`config.mk`:
```
export PLATFORM = sky130hd
export DESIGN_NAME = lvdm_monitor
export DESIGN_NICKNAME = d
export VERILOG_FILES = /design/src/verilog/lvdm_pkg.sv /design/src/verilog/lvdm_monitor.sv
export VERILOG_INCLUDE_DIRS = /design/src /design/src/verilog
export SDC_FILE = /design/constraint.sdc
export NUM_CORES = 1
export LEC_CHECK = 0
export BUFFER_PORTS_ARGS = -buffer_cell sky130_fd_sc_hd__buf_2
export CAP_MARGIN = 20
export CORE_MARGIN = 3
export CORE_UTILIZATION = 50
export CTS_CLUSTER_DIAMETER = 80
export DETAILED_ROUTE_END_ITERATION = 6
export HOLD_SLACK_MARGIN = 0.05
export PLACE_DENSITY_LB_ADDON = 0.2
export SKIP_LAST_GASP = 1
export SYNTH_ARGS = -nofsm -noshare
export SYNTH_HDL_FRONTEND = slang
export SYNTH_SLANG_ARGS = --single-unit
```
`constraint.sdc`:
```
create_clock -name core_clk_in -period 2.8 [get_ports core_clk_in]
set_input_delay 0.56 -clock core_clk_in [delete_from_list [all_inputs] [get_ports core_clk_in]]
set_output_delay 0.56 -clock core_clk_in [all_outputs]
set_load 0.02 [all_outputs]
```
`src/verilog/lvdm_defines.svh`:
```
// constants for the low-voltage detect monitor
`ifndef LVDM_DEFINES_SVH
`define LVDM_DEFINES_SVH
// register byte offsets
`define LVDM_OFF_CTRL     8'h00
`define LVDM_OFF_STATUS   8'h04
`define LVDM_OFF_CLEAR    8'h08
`define LVDM_OFF_IRQ_EN   8'h0C
`define LVDM_OFF_LEVEL    8'h10
// control fields
`define LVDM_CTRL_SEL_LO  0
`define LVDM_CTRL_SEL_HI  1
`define LVDM_CTRL_ENABLE  3
`define LVDM_CTRL_RESET   8'h00
// status / enable fields
`define LVDM_ST_FLAG      0
`define LVDM_ST_HALT      1
`define LVDM_ST_RESET     2
// level register fields
`define LVDM_LV_BELOW_DET 0
`define LVDM_LV_BELOW_RST 1
`define LVDM_LV_HALTED    2
`define LVDM_LV_SLEEP     3
// dip timing
`define LVDM_DIP_NS       80000
`define LVDM_CLK_NS       10
`define LVDM_DIP_CYC      (`LVDM_DIP_NS / `LVDM_CLK_NS)
// axi responses
`define LVDM_RESP_OKAY    2'h0
`define LVDM_RESP_SLVERR  2'h2
`endif

```
`src/verilog/lvdm_pkg.sv`:
```
// types for the low-voltage detect monitor
package lvdm_pkg;
   // threshold select codes
   typedef enum logic [1:0] {
      LVDM_TH_2V2 = 2'h0,
      LVDM_TH_3V3 = 2'h1,
      LVDM_TH_4V0 = 2'h2,
      LVDM_TH_4V5 = 2'h3
   } lvdm_thresh_t;
   // supply monitor states
   typedef enum logic [1:0] {
      LVDM_ST_OK    = 2'h0,
      LVDM_ST_DIP   = 2'h1,
      LVDM_ST_RESET = 2'h2
   } lvdm_state_t;
   // analog comparator bundle, one bit per threshold
   typedef struct packed {
      logic [3:0] below_det;
      logic       below_rst;
   } lvdm_analog_t;
endpackage

```
`src/verilog/lvdm_monitor.sv`:
```
// low-voltage detect and brown-out monitor with axi4-lite registers
//
// Contract
// software enables detector, then programs threshold; here CTRL takes enable and select in one write
// software enables irq, waits, clears flag
// detector keeps working during sleep
// flag set in sleep does not wake
// flag stays pending through sleep
// any system reset clears the flag
// supply above threshold keeps flag zero
// supply below threshold sets flag to one
// flag sticky, only software write clears
// short reset-level dip halts, keeps state
// dip beyond 80us forces system reset
// select code picks one of four levels
// irq enable gates request, not flag
// comparators synchronised, counter times dip
//
// Chosen here: the placing of the registers and the AXI4-Lite register port.
`timescale 1ns/100ps
`include "lvdm_defines.svh"
module lvdm_monitor #(
   parameter int DIP_CYCLES = `LVDM_DIP_CYC
) (
   // clock, reset, enable
   input  wire logic                core_clk_in,
   input  wire logic                rst_n_in,
   input  wire logic                clk_en_in,
   // analog comparators and core state
   input  wire lvdm_pkg::lvdm_analog_t analog_in,
   input  wire logic                sleep_in,
   input  wire logic                global_irq_enable_instr_in,
   // axi4-lite write address
   input  wire logic                s_axi_awvalid,
   output logic                     s_axi_awready,
   input  wire logic [7:0]          s_axi_awaddr,
   // axi4-lite write data
   input  wire logic                s_axi_wvalid,
   output logic                     s_axi_wready,
   input  wire logic [31:0]         s_axi_wdata,
   input  wire logic [3:0]          s_axi_wstrb,
   // axi4-lite write response
   output logic                     s_axi_bvalid,
   input  wire logic                s_axi_bready,
   output logic [1:0]               s_axi_bresp,
   // axi4-lite read address
   input  wire logic                s_axi_arvalid,
   output logic                     s_axi_arready,
   input  wire logic [7:0]          s_axi_araddr,
   // axi4-lite read data
   output logic                     s_axi_rvalid,
   input  wire logic                s_axi_rready,
   output logic [31:0]              s_axi_rdata,
   output logic [1:0]               s_axi_rresp,
   // outputs to the core
   output logic                     irq_out,
   output logic                     lowvolt_vector_out,
   output logic                     core_halt_out,
   output logic                     sys_reset_req_out
);
   // released reset copy
   logic                rst_sync1_reg;
   logic                rst_n;
   // synchroniser stages
   logic [4:0]          ana_meta_reg;
   logic [4:0]          ana_sync_reg;
   // control bits
   logic                detector_enable_reg;
   logic                threshold_sel_hi_reg;
   logic                threshold_sel_lo_reg;
   // sticky status and enables
   logic [2:0]          status_reg;
   logic [2:0]          irq_en_reg;
   // dip monitor
   lvdm_pkg::lvdm_state_t state_reg;
   logic [31:0]         dip_cnt_reg;
   // bus handshake state
   logic                aw_held_reg;
   logic                w_held_reg;
   logic [7:0]          aw_addr_reg;
   logic [31:0]         w_data_reg;
   logic [3:0]          w_strb_reg;
   // derived
   logic                below_det;
   logic                below_rst;
   logic                wr_fire;
   logic [2:0]          ev_set;
   logic [2:0]          ev_clr;
   logic                dip_long;

   // reset release through two flops; async assert only
   always_ff @(posedge core_clk_in or negedge rst_n_in) begin
      if (!rst_n_in) begin
         rst_sync1_reg <= 1'b0;
         rst_n         <= 1'b0;
      end else begin
         rst_sync1_reg <= 1'b1;
         rst_n         <= rst_sync1_reg;
      end
   end

   // pick the comparator for the selected level
   function automatic logic sel_cmp(input logic [3:0] cmp,
                                    input logic [1:0] code);
      unique case (lvdm_pkg::lvdm_thresh_t'(code))
         lvdm_pkg::LVDM_TH_2V2: sel_cmp = cmp[0];
         lvdm_pkg::LVDM_TH_3V3: sel_cmp = cmp[1];
         lvdm_pkg::LVDM_TH_4V0: sel_cmp = cmp[2];
         lvdm_pkg::LVDM_TH_4V5: sel_cmp = cmp[3];
      endcase
   endfunction

   // address match helper, used by both bus channels
   function automatic logic hit(input logic [7:0] a, input logic [7:0] o);
      hit = (a[7:2] == o[7:2]);
   endfunction

   // two-flop synchroniser; runs regardless of sleep
   always_ff @(posedge core_clk_in or negedge rst_n) begin
      if (!rst_n) begin
         ana_meta_reg <= 5'h00;
         ana_sync_reg <= 5'h00;
      end else if (clk_en_in) begin
         ana_meta_reg <= analog_in;
         ana_sync_reg <= ana_meta_reg;
      end
   end

   assign below_det = detector_enable_reg & sel_cmp(ana_sync_reg[4:1],
                      {threshold_sel_hi_reg, threshold_sel_lo_reg});
   assign below_rst = ana_sync_reg[0];
   assign dip_long  = (dip_cnt_reg >= 32'(DIP_CYCLES));

   // brown-out dip timer: halt first, reset if it lasts
   always_ff @(posedge core_clk_in or negedge rst_n) begin
      if (!rst_n) begin
         state_reg   <= lvdm_pkg::LVDM_ST_OK;
         dip_cnt_reg <= 32'h00000000;
      end else if (clk_en_in) begin
         unique case (state_reg)
            lvdm_pkg::LVDM_ST_OK: begin
               dip_cnt_reg <= 32'h00000000;
               if (below_rst) begin
                  state_reg <= lvdm_pkg::LVDM_ST_DIP;
               end
            end
            lvdm_pkg::LVDM_ST_DIP: begin
               if (!below_rst) begin
                  state_reg <= lvdm_pkg::LVDM_ST_OK;  // short dip ends
               end else if (dip_long) begin
                  state_reg <= lvdm_pkg::LVDM_ST_RESET;
               end else begin
                  dip_cnt_reg <= dip_cnt_reg + 32'h00000001;
               end
            end
            lvdm_pkg::LVDM_ST_RESET: begin
               // held until the supply rises back above the reset level
               if (!below_rst) begin
                  state_reg <= lvdm_pkg::LVDM_ST_OK;
               end
            end
            default: state_reg <= lvdm_pkg::LVDM_ST_OK;
         endcase
      end
   end

   assign core_halt_out     = (state_reg == lvdm_pkg::LVDM_ST_DIP);
   assign sys_reset_req_out = (state_reg == lvdm_pkg::LVDM_ST_RESET);

   // status events
   assign ev_set = {sys_reset_req_out, core_halt_out, below_det};
   assign wr_fire = aw_held_reg & w_held_reg & ~s_axi_bvalid;
   assign ev_clr = (wr_fire && hit(aw_addr_reg, `LVDM_OFF_CLEAR)
                    && w_strb_reg[0]) ? w_data_reg[2:0] : 3'h0;

   // sticky status: set wins over clear, never cleared by recovery
   always_ff @(posedge core_clk_in or negedge rst_n) begin
      if (!rst_n) begin
         status_reg <= 3'h0;
      end else if (clk_en_in) begin

         status_reg <= (status_reg & ~ev_clr) | ev_set;
      end
   end

   // interrupt request only from enabled bits; no wake path exists
   assign irq_out = |(status_reg & irq_en_reg);
   assign lowvolt_vector_out = global_irq_enable_instr_in & ~sleep_in &
      status_reg[`LVDM_ST_FLAG] & irq_en_reg[`LVDM_ST_FLAG];

   // write channel capture; address and data in either order
   always_ff @(posedge core_clk_in or negedge rst_n) begin
      if (!rst_n) begin
         aw_held_reg <= 1'b0;
         w_held_reg  <= 1'b0;
         aw_addr_reg <= 8'h00;
         w_data_reg  <= 32'h00000000;
         w_strb_reg  <= 4'h0;
         s_axi_bvalid <= 1'b0;
         s_axi_bresp  <= `LVDM_RESP_OKAY;
      end else if (clk_en_in) begin
         if (s_axi_awvalid && s_axi_awready) begin
            aw_held_reg <= 1'b1;
            aw_addr_reg <= s_axi_awaddr;
         end
         if (s_axi_wvalid && s_axi_wready) begin
            w_held_reg <= 1'b1;
            w_data_reg <= s_axi_wdata;
            w_strb_reg <= s_axi_wstrb;
         end
         if (wr_fire) begin
            s_axi_bvalid <= 1'b1;
            aw_held_reg  <= 1'b0;
            w_held_reg   <= 1'b0;
            // status and level are read-only: error on write
            s_axi_bresp  <= (hit(aw_addr_reg, `LVDM_OFF_CTRL) ||
                             hit(aw_addr_reg, `LVDM_OFF_CLEAR) ||
                             hit(aw_addr_reg, `LVDM_OFF_IRQ_EN)) ?
                            `LVDM_RESP_OKAY : `LVDM_RESP_SLVERR;
         end else if (s_axi_bvalid && s_axi_bready) begin
            s_axi_bvalid <= 1'b0;
         end
      end
   end

   // readies drop while frozen, so no beat is offered that nobody captures
   assign s_axi_awready = clk_en_in & ~aw_held_reg & ~s_axi_bvalid;
   assign s_axi_wready  = clk_en_in & ~w_held_reg & ~s_axi_bvalid;

   // software-written control and enables
   always_ff @(posedge core_clk_in or negedge rst_n) begin
      if (!rst_n) begin
         detector_enable_reg  <= 1'b0;
         threshold_sel_hi_reg <= 1'b0;
         threshold_sel_lo_reg <= 1'b0;
         irq_en_reg           <= 3'h0;
      end else if (clk_en_in && wr_fire && w_strb_reg[0]) begin
         if (hit(aw_addr_reg, `LVDM_OFF_CTRL)) begin
            // enable and level select are both taken from the same CTRL write
            detector_enable_reg  <= w_data_reg[`LVDM_CTRL_ENABLE];
            threshold_sel_hi_reg <= w_data_reg[`LVDM_CTRL_SEL_HI];
            threshold_sel_lo_reg <= w_data_reg[`LVDM_CTRL_SEL_LO];
         end
         if (hit(aw_addr_reg, `LVDM_OFF_IRQ_EN)) begin
            irq_en_reg <= w_data_reg[2:0];
         end
      end
   end

   // read channel: one-cycle latency, held until taken
   always_ff @(posedge core_clk_in or negedge rst_n) begin
      if (!rst_n) begin
         s_axi_rvalid <= 1'b0;
         s_axi_rdata  <= 32'h00000000;
         s_axi_rresp  <= `LVDM_RESP_OKAY;
      end else if (clk_en_in) begin
         if (s_axi_arvalid && s_axi_arready) begin
            s_axi_rvalid <= 1'b1;
            s_axi_rresp  <= `LVDM_RESP_OKAY;
            s_axi_rdata  <= 32'h00000000;
            if (hit(s_axi_araddr, `LVDM_OFF_CTRL)) begin
               s_axi_rdata[`LVDM_CTRL_ENABLE] <= detector_enable_reg;
               s_axi_rdata[`LVDM_CTRL_SEL_HI] <= threshold_sel_hi_reg;
               s_axi_rdata[`LVDM_CTRL_SEL_LO] <= threshold_sel_lo_reg;
            end else if (hit(s_axi_araddr, `LVDM_OFF_STATUS)) begin
               s_axi_rdata[2:0] <= status_reg;
            end else if (hit(s_axi_araddr, `LVDM_OFF_IRQ_EN)) begin
               s_axi_rdata[2:0] <= irq_en_reg;
            end else if (hit(s_axi_araddr, `LVDM_OFF_LEVEL)) begin
               s_axi_rdata[`LVDM_LV_BELOW_DET] <= below_det;
               s_axi_rdata[`LVDM_LV_BELOW_RST] <= below_rst;
               s_axi_rdata[`LVDM_LV_HALTED]    <= core_halt_out;
               s_axi_rdata[`LVDM_LV_SLEEP]     <= sleep_in;
            end else if (!hit(s_axi_araddr, `LVDM_OFF_CLEAR)) begin
               s_axi_rresp <= `LVDM_RESP_SLVERR; // unmapped
            end
         end else if (s_axi_rvalid && s_axi_rready) begin
            s_axi_rvalid <= 1'b0;
         end
      end
   end

   assign s_axi_arready = clk_en_in & ~s_axi_rvalid;

   // checks
   property p_flag_set;
      @(posedge core_clk_in) disable iff (!rst_n)
      (clk_en_in && below_det) |=> status_reg[`LVDM_ST_FLAG];
   endproperty
   a_flag_set: assert property (p_flag_set)
      else $error("flag not set below threshold");

   property p_flag_sticky;
      @(posedge core_clk_in) disable iff (!rst_n)
      (status_reg[0] && !ev_clr[0]) |=> status_reg[0];
   endproperty
   a_flag_sticky: assert property (p_flag_sticky)
      else $error("flag dropped without software clear");

   property p_flag_quiet;
      @(posedge core_clk_in) disable iff (!rst_n)
      (!status_reg[0] && !below_det) |=> !status_reg[0];
   endproperty
   a_flag_quiet: assert property (p_flag_quiet)
      else $error("flag rose above threshold");

   property p_irq_gate;
      @(posedge core_clk_in) disable iff (!rst_n)
      (!irq_en_reg[0] && !irq_en_reg[1] && !irq_en_reg[2]) |-> !irq_out;
   endproperty
   a_irq_gate: assert property (p_irq_gate)
      else $error("irq while all enables off");

   property p_no_wake;
      @(posedge core_clk_in) disable iff (!rst_n)
      sleep_in |-> !lowvolt_vector_out;
   endproperty
   a_no_wake: assert property (p_no_wake)
      else $error("vector taken during sleep");

   property p_short_halt;
      @(posedge core_clk_in) disable iff (!rst_n)
      (clk_en_in && state_reg == lvdm_pkg::LVDM_ST_OK && below_rst)
         |=> core_halt_out && !sys_reset_req_out;
   endproperty
   a_short_halt: assert property (p_short_halt)
      else $error("dip did not halt");

   property p_long_reset;
      @(posedge core_clk_in) disable iff (!rst_n)
      (clk_en_in && core_halt_out && below_rst && dip_long)
         |=> sys_reset_req_out;
   endproperty
   a_long_reset: assert property (p_long_reset)
      else $error("long dip gave no reset");

   property p_early_no_reset;
      @(posedge core_clk_in) disable iff (!rst_n)
      (core_halt_out && !dip_long) |=> !sys_reset_req_out;
   endproperty
   a_early_no_reset: assert property (p_early_no_reset)
      else $error("reset before dip time");

   property p_reset_clear;
      @(posedge core_clk_in) $rose(rst_n) |-> !status_reg[0];
   endproperty
   a_reset_clear: assert property (p_reset_clear)
      else $error("flag survived reset");
endmodule

```
==> results of run 1 <==
## worst max path at each step
stage,end,slack [ps],cells past startpoint
after floorplan,ana_meta_reg[0],530,0
after global placement,threshold_sel_hi_reg,700,5
after detailed placement,threshold_sel_hi_reg,660,5
after CTS,core_halt_out,740,3
after global routing,core_halt_out,660,3
final,core_halt_out,760,3
## report_power, final
part | leakage (nW) | internal [W] | switching (W) | total [W]
Combinational | 0.897 | 0.000222 | 0.000263 | 0.000485
Sequential | 0.982 | 0.00127 | 0.000134 | 0.00140
Clock | 0.0991 | 0.000442 | 0.000425 | 0.000867
## logic make-up (layout without fill, tap and decap cells)
logic type / Yosys count / after routing / share of synthesized area
xor gates and xnor gates: 2 / 2 / 0.00485
other: 2 / 31 / 0.00208
muxes: 28 / 28 / 0.0905
DFF: 76 / 76 / 0.527
and+or+nand+nor: 115 / 115 / 0.198
buffers and inverters: 50 / 78 / 0.0842
adders and majority gates: 2 / 2 / 0.00693
AOI/OAI and AO/OA: 42 / 42 / 0.0870
## worst register-to-register path, cell delays in order (launching register included)
cell and delay, ps:
sky130_fd_sc_hd__dfrtp_1 410, sky130_fd_sc_hd__nor4_4 340, sky130_fd_sc_hd__o211ai_4 180, sky130_fd_sc_hd__nor4_4 580
sky130_fd_sc_hd__a31oi_1 170, sky130_fd_sc_hd__a41o_1 220
## layout make-up
class	instances	area share
clock inverter	6	0.0176
timing repair buffer	52	0.0684
clock buffer	10	0.0339
tap	96	0.0296
multi-input combinational	220	0.373
inverter	10	0.00925
sequential	76	0.469
## what timing repair did
action                                  in CTS  in global routing
setup buffers                                0                  0
resized for setup                            0                  0
endpoints found under the setup margin       0                  0
hold endpoints to repair                     2                  0
hold buffers                                 1                  0
## Yosys cell counts (3+ instances only)
| master | n |
|---|---|
| sky130_fd_sc_hd__a21oi_1 | 4 |
| sky130_fd_sc_hd__a22o_1 | 3 |
| sky130_fd_sc_hd__a31oi_1 | 5 |
| sky130_fd_sc_hd__a41o_1 | 3 |
| sky130_fd_sc_hd__and2_1 | 4 |
| sky130_fd_sc_hd__and3_1 | 5 |
| sky130_fd_sc_hd__buf_4 | 31 |
| sky130_fd_sc_hd__clkbuf_1 | 9 |
| sky130_fd_sc_hd__dfrtp_1 | 76 |
| sky130_fd_sc_hd__inv_1 | 10 |
| sky130_fd_sc_hd__mux2_2 | 27 |
| sky130_fd_sc_hd__nand2_1 | 21 |
| sky130_fd_sc_hd__nand3_1 | 14 |
| sky130_fd_sc_hd__nor2_1 | 22 |
| sky130_fd_sc_hd__nor2b_1 | 21 |
| sky130_fd_sc_hd__nor3_1 | 4 |
| sky130_fd_sc_hd__nor4_1 | 5 |
| sky130_fd_sc_hd__nor4_4 | 6 |
| sky130_fd_sc_hd__o21ai_0 | 8 |
## metal layers
metal / part of all wire / GRT usage / up-vias
met4: 0.013 / 0.0578 / 0
met1: 0.45 / 0.220 / 1188
met2: 0.50 / 0.268 / 47
met3: 0.046 / 0.0505 / 8
met5: 0 / 0 / -
li1: - / - / 1159
## through the flow
stage           util  instances  area, µm²
2_1_floorplan      -        346       3720
3_3_place_gp   0.556        453       3840
3_5_place_dp   0.556        453       3840
4_1_cts        0.588        470       4060
5_1_grt        0.588        470       4060
6_report       0.588        470       4060
==> impl_metrics.json, run 1 <==
{
  "status": "finished clean",
  "critPathLaunchType": "flip-flop",
  "synth.cell_area_um2": 3610,
  "yosys_most_used_dff": "sky130_fd_sc_hd__dfrtp_1",
  "top_level_ports": 112,
  "layout-drive-gt1-share": 0.289,
  "reg2reg_depth": 5,
  "r2r_start": "dip_cnt_reg[29]",
  "area_growth_pct": 12.5,
  "cp.arrival_ps": 1480,
  "finalWeightedCongestion": 0.742,
  "highest_count_cells_in_the_layout_ignoring_fill_and_taps": "sky130_fd_sc_hd__dfrtp_1, sky130_fd_sc_hd__buf_2, sky130_fd_sc_hd__conb_1, sky130_fd_sc_hd__mux2_2, sky130_fd_sc_hd__nor2_1",
  "dp_hpwl_um": 4640,
  "vias_per_instance": 5.11,
  "fmax_mhz": 490,
  "floorplan.core_area_um2": 6910,
  "report.final.slew_viol_count": 0,
  "finalSetupViolCount": 0,
  "clock_tree_from_tritoncts": "yes",
  "drt-wirelength-per-cell_um": 13.8,
  "antenna_violations_before_repair": 0,
  "crit_path_start": "state_reg[0]",
  "cts_max_path_buffers": 2,
  "portBuffers": 46,
  "grt_util_all_layers": 0.169,
  "row_count": 30,
  "critical_path_required_ps": 2240,
  "worstSetupEndpointType": "output pin",
  "worstSkewPairLatency_ps": 350,
  "path_class": "reg2out",
  "p_leak_nw": 1.98,
  "hp-class": "reg2async",
  "rrSetupSlack_ps": 790,
  "worstPathBufferInverterCount": 2,
  "cts.sink_count": 76,
  "routed_wl_um": 6470,
  "synthArstFlopShare": 1.00,
  "total_power_w": 0.00275,
  "grt_setup_unrepaired": "no",
  "grt_overflow": 0,
  "yosysSeqAreaShare": 0.527,
  "chipHeight_um": 91.0,
  "synth_top_area_cell": "sky130_fd_sc_hd__dfrtp_1",
  "clkTransAtPathRegs_ps": 80,
  "grt_start_max_net_pins": 33,
  "detailed_router_s_first_iteration_violation_count": 92,
  "clock-skew-final_ps": 6.24,
  "worst_path_max_delay_cell": "sky130_fd_sc_hd__nor2_1",
  "synth_top_cells_by_area": "sky130_fd_sc_hd__dfrtp_1, sky130_fd_sc_hd__mux2_2, sky130_fd_sc_hd__buf_4, sky130_fd_sc_hd__nor2b_1, sky130_fd_sc_hd__nor4_4",
  "fillerInstances": 580,
  "via_count_of_the_first_global_routing_pass": 2395,
  "cts_htree_levels": 3,
  "synth_top_cell_area_share": 0.527,
  "post-route-min-period_ps": 2040,
  "nets": 438,
  "multiInputGateArea_um2": 1510,
  "floorplan.die.width_um": 91.0,
  "cp_max_fo": 6,
  "final_antenna_net_count": 0,
  "critPathTopFamily": "simple AND/OR/NAND/NOR gates",
  "slew_headroom": 0.447,
  "dp_worst_setup_slack_ps": 658,
  "power.density_nw_per_um2": 678,
  "grt_pass1_wl_um": 11100,
  "max_capacitance_violation_count": 0,
  "finalHoldWorstSlack_ps": 225,
  "slowest_cell_delay_on_critical_path_ps": 410,
  "postSynthRegisterBits": 76,
  "sequential_cell_area_um2": 1900,
  "ys_warn_count": 0,
  "root_buffer": "sky130_fd_sc_hd__clkbuf_8",
  "synth_cell_types": 47,
  "setup_ws_ps": 761,
  "largest_reg_flops": 32,
  "initial_core_util": 0.523,
  "syn_area_per_cell_um2": 11.4,
  "timing.critical_path.cells": "inv_1, nor2_1, buf_2",
  "hold_viol": 0,
  "vdd_ir_drop_max_mv": 0.490,
  "fp.dieArea_um2": 8270,
  "layout.cells.most_common": "sky130_fd_sc_hd__dfrtp_1",
  "tightest_slew_ps": 822,
  "insertedDiodeCount": 0,
  "synth_enable_flop_cells": 0,
  "final_min_period_over_clock_period": 0.728,
  "post_synth_inst_count": 317,
  "drt_pass_1_iters": 4,
  "drcViolationCount": 0,
  "setup_total_negative_slack_ps": 0,
  "tritoncts_buffer_count": 9,
  "dr_total_vias": 2402,
  "r2r_end": "dip_cnt_reg[7]"
}
No activity file was read; power rests on OpenSTA's default activity.
==> run 2, diff against run 1 <==
--- a/config.mk
+++ b/config.mk
@@ -9,7 +9,7 @@
 export BUFFER_PORTS_ARGS = -buffer_cell sky130_fd_sc_hd__buf_2
 export CAP_MARGIN = 20
 export CORE_MARGIN = 3
-export CORE_UTILIZATION = 50
+export CORE_UTILIZATION = 46
 export CTS_CLUSTER_DIAMETER = 80
 export DETAILED_ROUTE_END_ITERATION = 6
 export HOLD_SLACK_MARGIN = 0.05
==> constraint.sdc (replaced) <==
create_clock -name core_clk_in -period 1.8 [get_ports core_clk_in]
set_input_delay 0.36 -clock core_clk_in [delete_from_list [all_inputs] [get_ports core_clk_in]]
set_output_delay 0.36 -clock core_clk_in [all_outputs]
set_load 0.02 [all_outputs]
==> run 2 against run 1 <==
Effect of this change:
- the run now ends with negative setup slack left
- worst setup slack got worse by 760 ps
- utilization fell by 2.1 points
- sequential power rose by 56%
- die area rose by 8.1%
- sequential share of layout area fell by 1.8 points
- via count rose by 1.3%
- non-clock buffer count rose by 17
- flip-flop and latch count did not move
- hold slack improved by 27 ps
- first-iteration DRC count fell by 25%
- combinational power rose by 72%
- critical endpoint is now dip_cnt_reg[6]
- largest cell class unchanged
==> impl_metrics.json, run 2 (synthesis gave the netlist of run 1 again) <==
{
  "largest_reg_flops": 32,
  "met2_usage": 0.271,
  "cp_max_fo": 4,
  "finish.utilization": 0.567,
  "report.final.slew_viol_count": 0,
  "nets": 455,
  "rrSetupSlack_ps": -0.5,
  "floorplan.die.width_um": 94.6,
  "vdd_ir_drop_max_mv": 0.625,
  "area_growth_pct": 17.0,
  "highest_count_cells_in_the_layout_ignoring_fill_and_taps": "sky130_fd_sc_hd__dfrtp_1, sky130_fd_sc_hd__buf_2, sky130_fd_sc_hd__conb_1, sky130_fd_sc_hd__mux2_2",
  "gr-usage-met3": 0.0303,
  "critPathTopFamily": "simple AND/OR/NAND/NOR gates",
  "post-route-min-period_ps": 1800,
  "portBuffers": 46,
  "cts.sink_count": 76,
  "layout-drive-gt1-share": 0.330,
  "drcViolationCount": 0,
  "cp.arrival_ps": 2070,
  "fillerInstances": 672,
  "routed_wl_um": 6760,
  "status": "complete, but fails checks",
  "clock_tree_from_tritoncts": "yes",
  "dp_hpwl_um": 4810,
  "p_clk_frac": 0.291,
  "fmax_mhz": 555,
  "initial_core_util": 0.485,
  "dr_total_vias": 2433,
  "power_frac_comb": 0.195,
  "violations": "negative setup slack",
  "grt_start_max_net_pins": 75,
  "cts_max_path_buffers": 2,
  "p_sw_frac": 0.297,
  "hold_viol": 0,
  "drt_pass_1_iters": 4,
  "path_class": "reg2reg",
  "busiest_layer": "met2",
  "layout.cells.most_common": "sky130_fd_sc_hd__dfrtp_1",
  "worstSetupEndpointType": "flip-flop",
  "worst_path_max_delay_cell": "sky130_fd_sc_hd__or4_1",
  "row_count": 31,
  "via_count_of_the_first_global_routing_pass": 2468,
  "setup_ws_ps": -0.509,
  "clkTransAtPathRegs_ps": 80,
  "grtUsageMet1": 0.211,
  "finalSetupViolCount": 1,
  "multiInputGateArea_um2": 1550,
  "critPathLaunchType": "flip-flop",
  "worstSkewPairLatency_ps": 330,
  "finalHoldWorstSlack_ps": 252,
  "grt_util_all_layers": 0.162,
  "power.density_nw_per_um2": 1010,
  "clock-skew-final_ps": 11.7,
  "worstPathBufferInverterCount": 0,
  "timing.critical_path.cells": "nor4_4, o211ai_4, nand4b_2, or4_1, nand2_1",
  "internal_power_w": 0.00300,
  "drt-wirelength-per-cell_um": 13.8,
  "grt_overflow": 0,
  "cts_htree_levels": 3,
  "insertedDiodeCount": 0,
  "detailed_router_s_first_iteration_violation_count": 69,
  "hp-class": "in2reg",
  "setup_total_negative_slack_ps": -0.509,
  "fp.dieArea_um2": 8950,
  "sequential_cell_area_um2": 1900,
  "max_capacitance_violation_count": 0,
  "floorplan.core_area_um2": 7450,
  "final_min_period_over_clock_period": 1.00,
  "final_antenna_net_count": 0,
  "grt_pass1_wl_um": 11300,
  "vias_per_instance": 4.97,
  "tritoncts_buffer_count": 9,
  "root_buffer": "sky130_fd_sc_hd__clkbuf_8",
  "switchingPower_w": 0.00127,
  "power.sequential.fraction": 0.514,
  "grt_setup_unrepaired": "yes",
  "slowest_cell_delay_on_critical_path_ps": 480,
  "antenna_violations_before_repair": 0,
  "p_leak_nw": 2.08,
  "chipHeight_um": 94.6,
  "critical_path_required_ps": 2070,
  "finalWeightedCongestion": 0.840,
  "top_level_ports": 112
}
run 2: changes by cell type in the layout (fill, tap and decap cells not counted), moves of 2 or more:
cell,previous run,this run
sky130_fd_sc_hd__buf_4,5,20
sky130_fd_sc_hd__clkbuf_1,0,2
sky130_fd_sc_hd__clkinv_2,0,3
sky130_fd_sc_hd__clkinvlp_4,2,0
sky130_fd_sc_hd__nor2_1,22,20
sky130_fd_sc_hd__nor2_2,0,2
sky130_fd_sc_hd__nor3_1,4,2
run 2: path summary, 6_finish.rpt:
| kind | startpoint | to | depth (start not counted) |
|---|---|---|---|
| worst max-delay path | dip_cnt_reg[20] | dip_cnt_reg[6] | 5 |
| worst min-delay path | analog_in[4] | ana_meta_reg[4] | 2 |
| worst max register to register | dip_cnt_reg[20] | dip_cnt_reg[6] | 5 |
| worst min register to register | rst_n | dip_cnt_reg[22] | 1 |
| max in group asynchronous | rst_n | ana_sync_reg[0] | 1 |
| min in group asynchronous | rst_n | dip_cnt_reg[22] | 1 |
run 2: per-stage QoR:
stage / setup slack, ps / total power [W] / std cells / instance area [µm²]
final: -0.509 / 0.00426 / 490 / 4220
after global routing: -89.5 / 0.00451 / 490 / 4220
after CTS: -33.7 / 0.00427 / 486 / 4170
after detailed placement: -27.7 / 0.00303 / 468 / 3960
after global placement: -14.4 / 0.00300 / 468 / 3960
after floorplan: 33.1 / 0.00280 / 346 / 3730
run 2: power by group through the flow:
stage / clock, W / sequential (W) / combinational [W]
final: 0.00124 / 0.00219 / 0.000833
after global routing: 0.00135 / 0.00223 / 0.000925
after CTS: 0.00127 / 0.00218 / 0.000816
after detailed placement: 0 / 0.00222 / 0.000812
after global placement: 0 / 0.00221 / 0.000790
after floorplan: 0 / 0.00222 / 0.000575
run 2: worst reg2reg max path, stage by stage (launching register included):
cell	delay (ps)
sky130_fd_sc_hd__dfrtp_1	420
sky130_fd_sc_hd__nor4_4	340
sky130_fd_sc_hd__o211ai_4	170
sky130_fd_sc_hd__nand4b_2	260
sky130_fd_sc_hd__or4_1	480
sky130_fd_sc_hd__nand2_1	70
run 2: timing repair:
action	CTS	global route
setup buffers	1	4
setup endpoints to repair	10	16
hold buffers	1	0
pin swaps	2	5
hold endpoints to repair	2	0
gates resized for setup	3	4
run 2: routing by layer:
metal  vias up  routed length (µm)  share of wire
li1       1194                   -              -
met1      1195                3020           0.45
met5         -                   0              0
met4         0                  75          0.011
met3         7                 204          0.030
met2        37                3460           0.51
run 2: final cells by class:
type / instances / area share
well taps: 99 / 0.0293
multi-input cells: 220 / 0.368
clock inverters: 5 / 0.0127
inverters: 10 / 0.00889
repair buffers: 69 / 0.0998
flip-flops and latches: 76 / 0.451
clock buffers: 11 / 0.0311
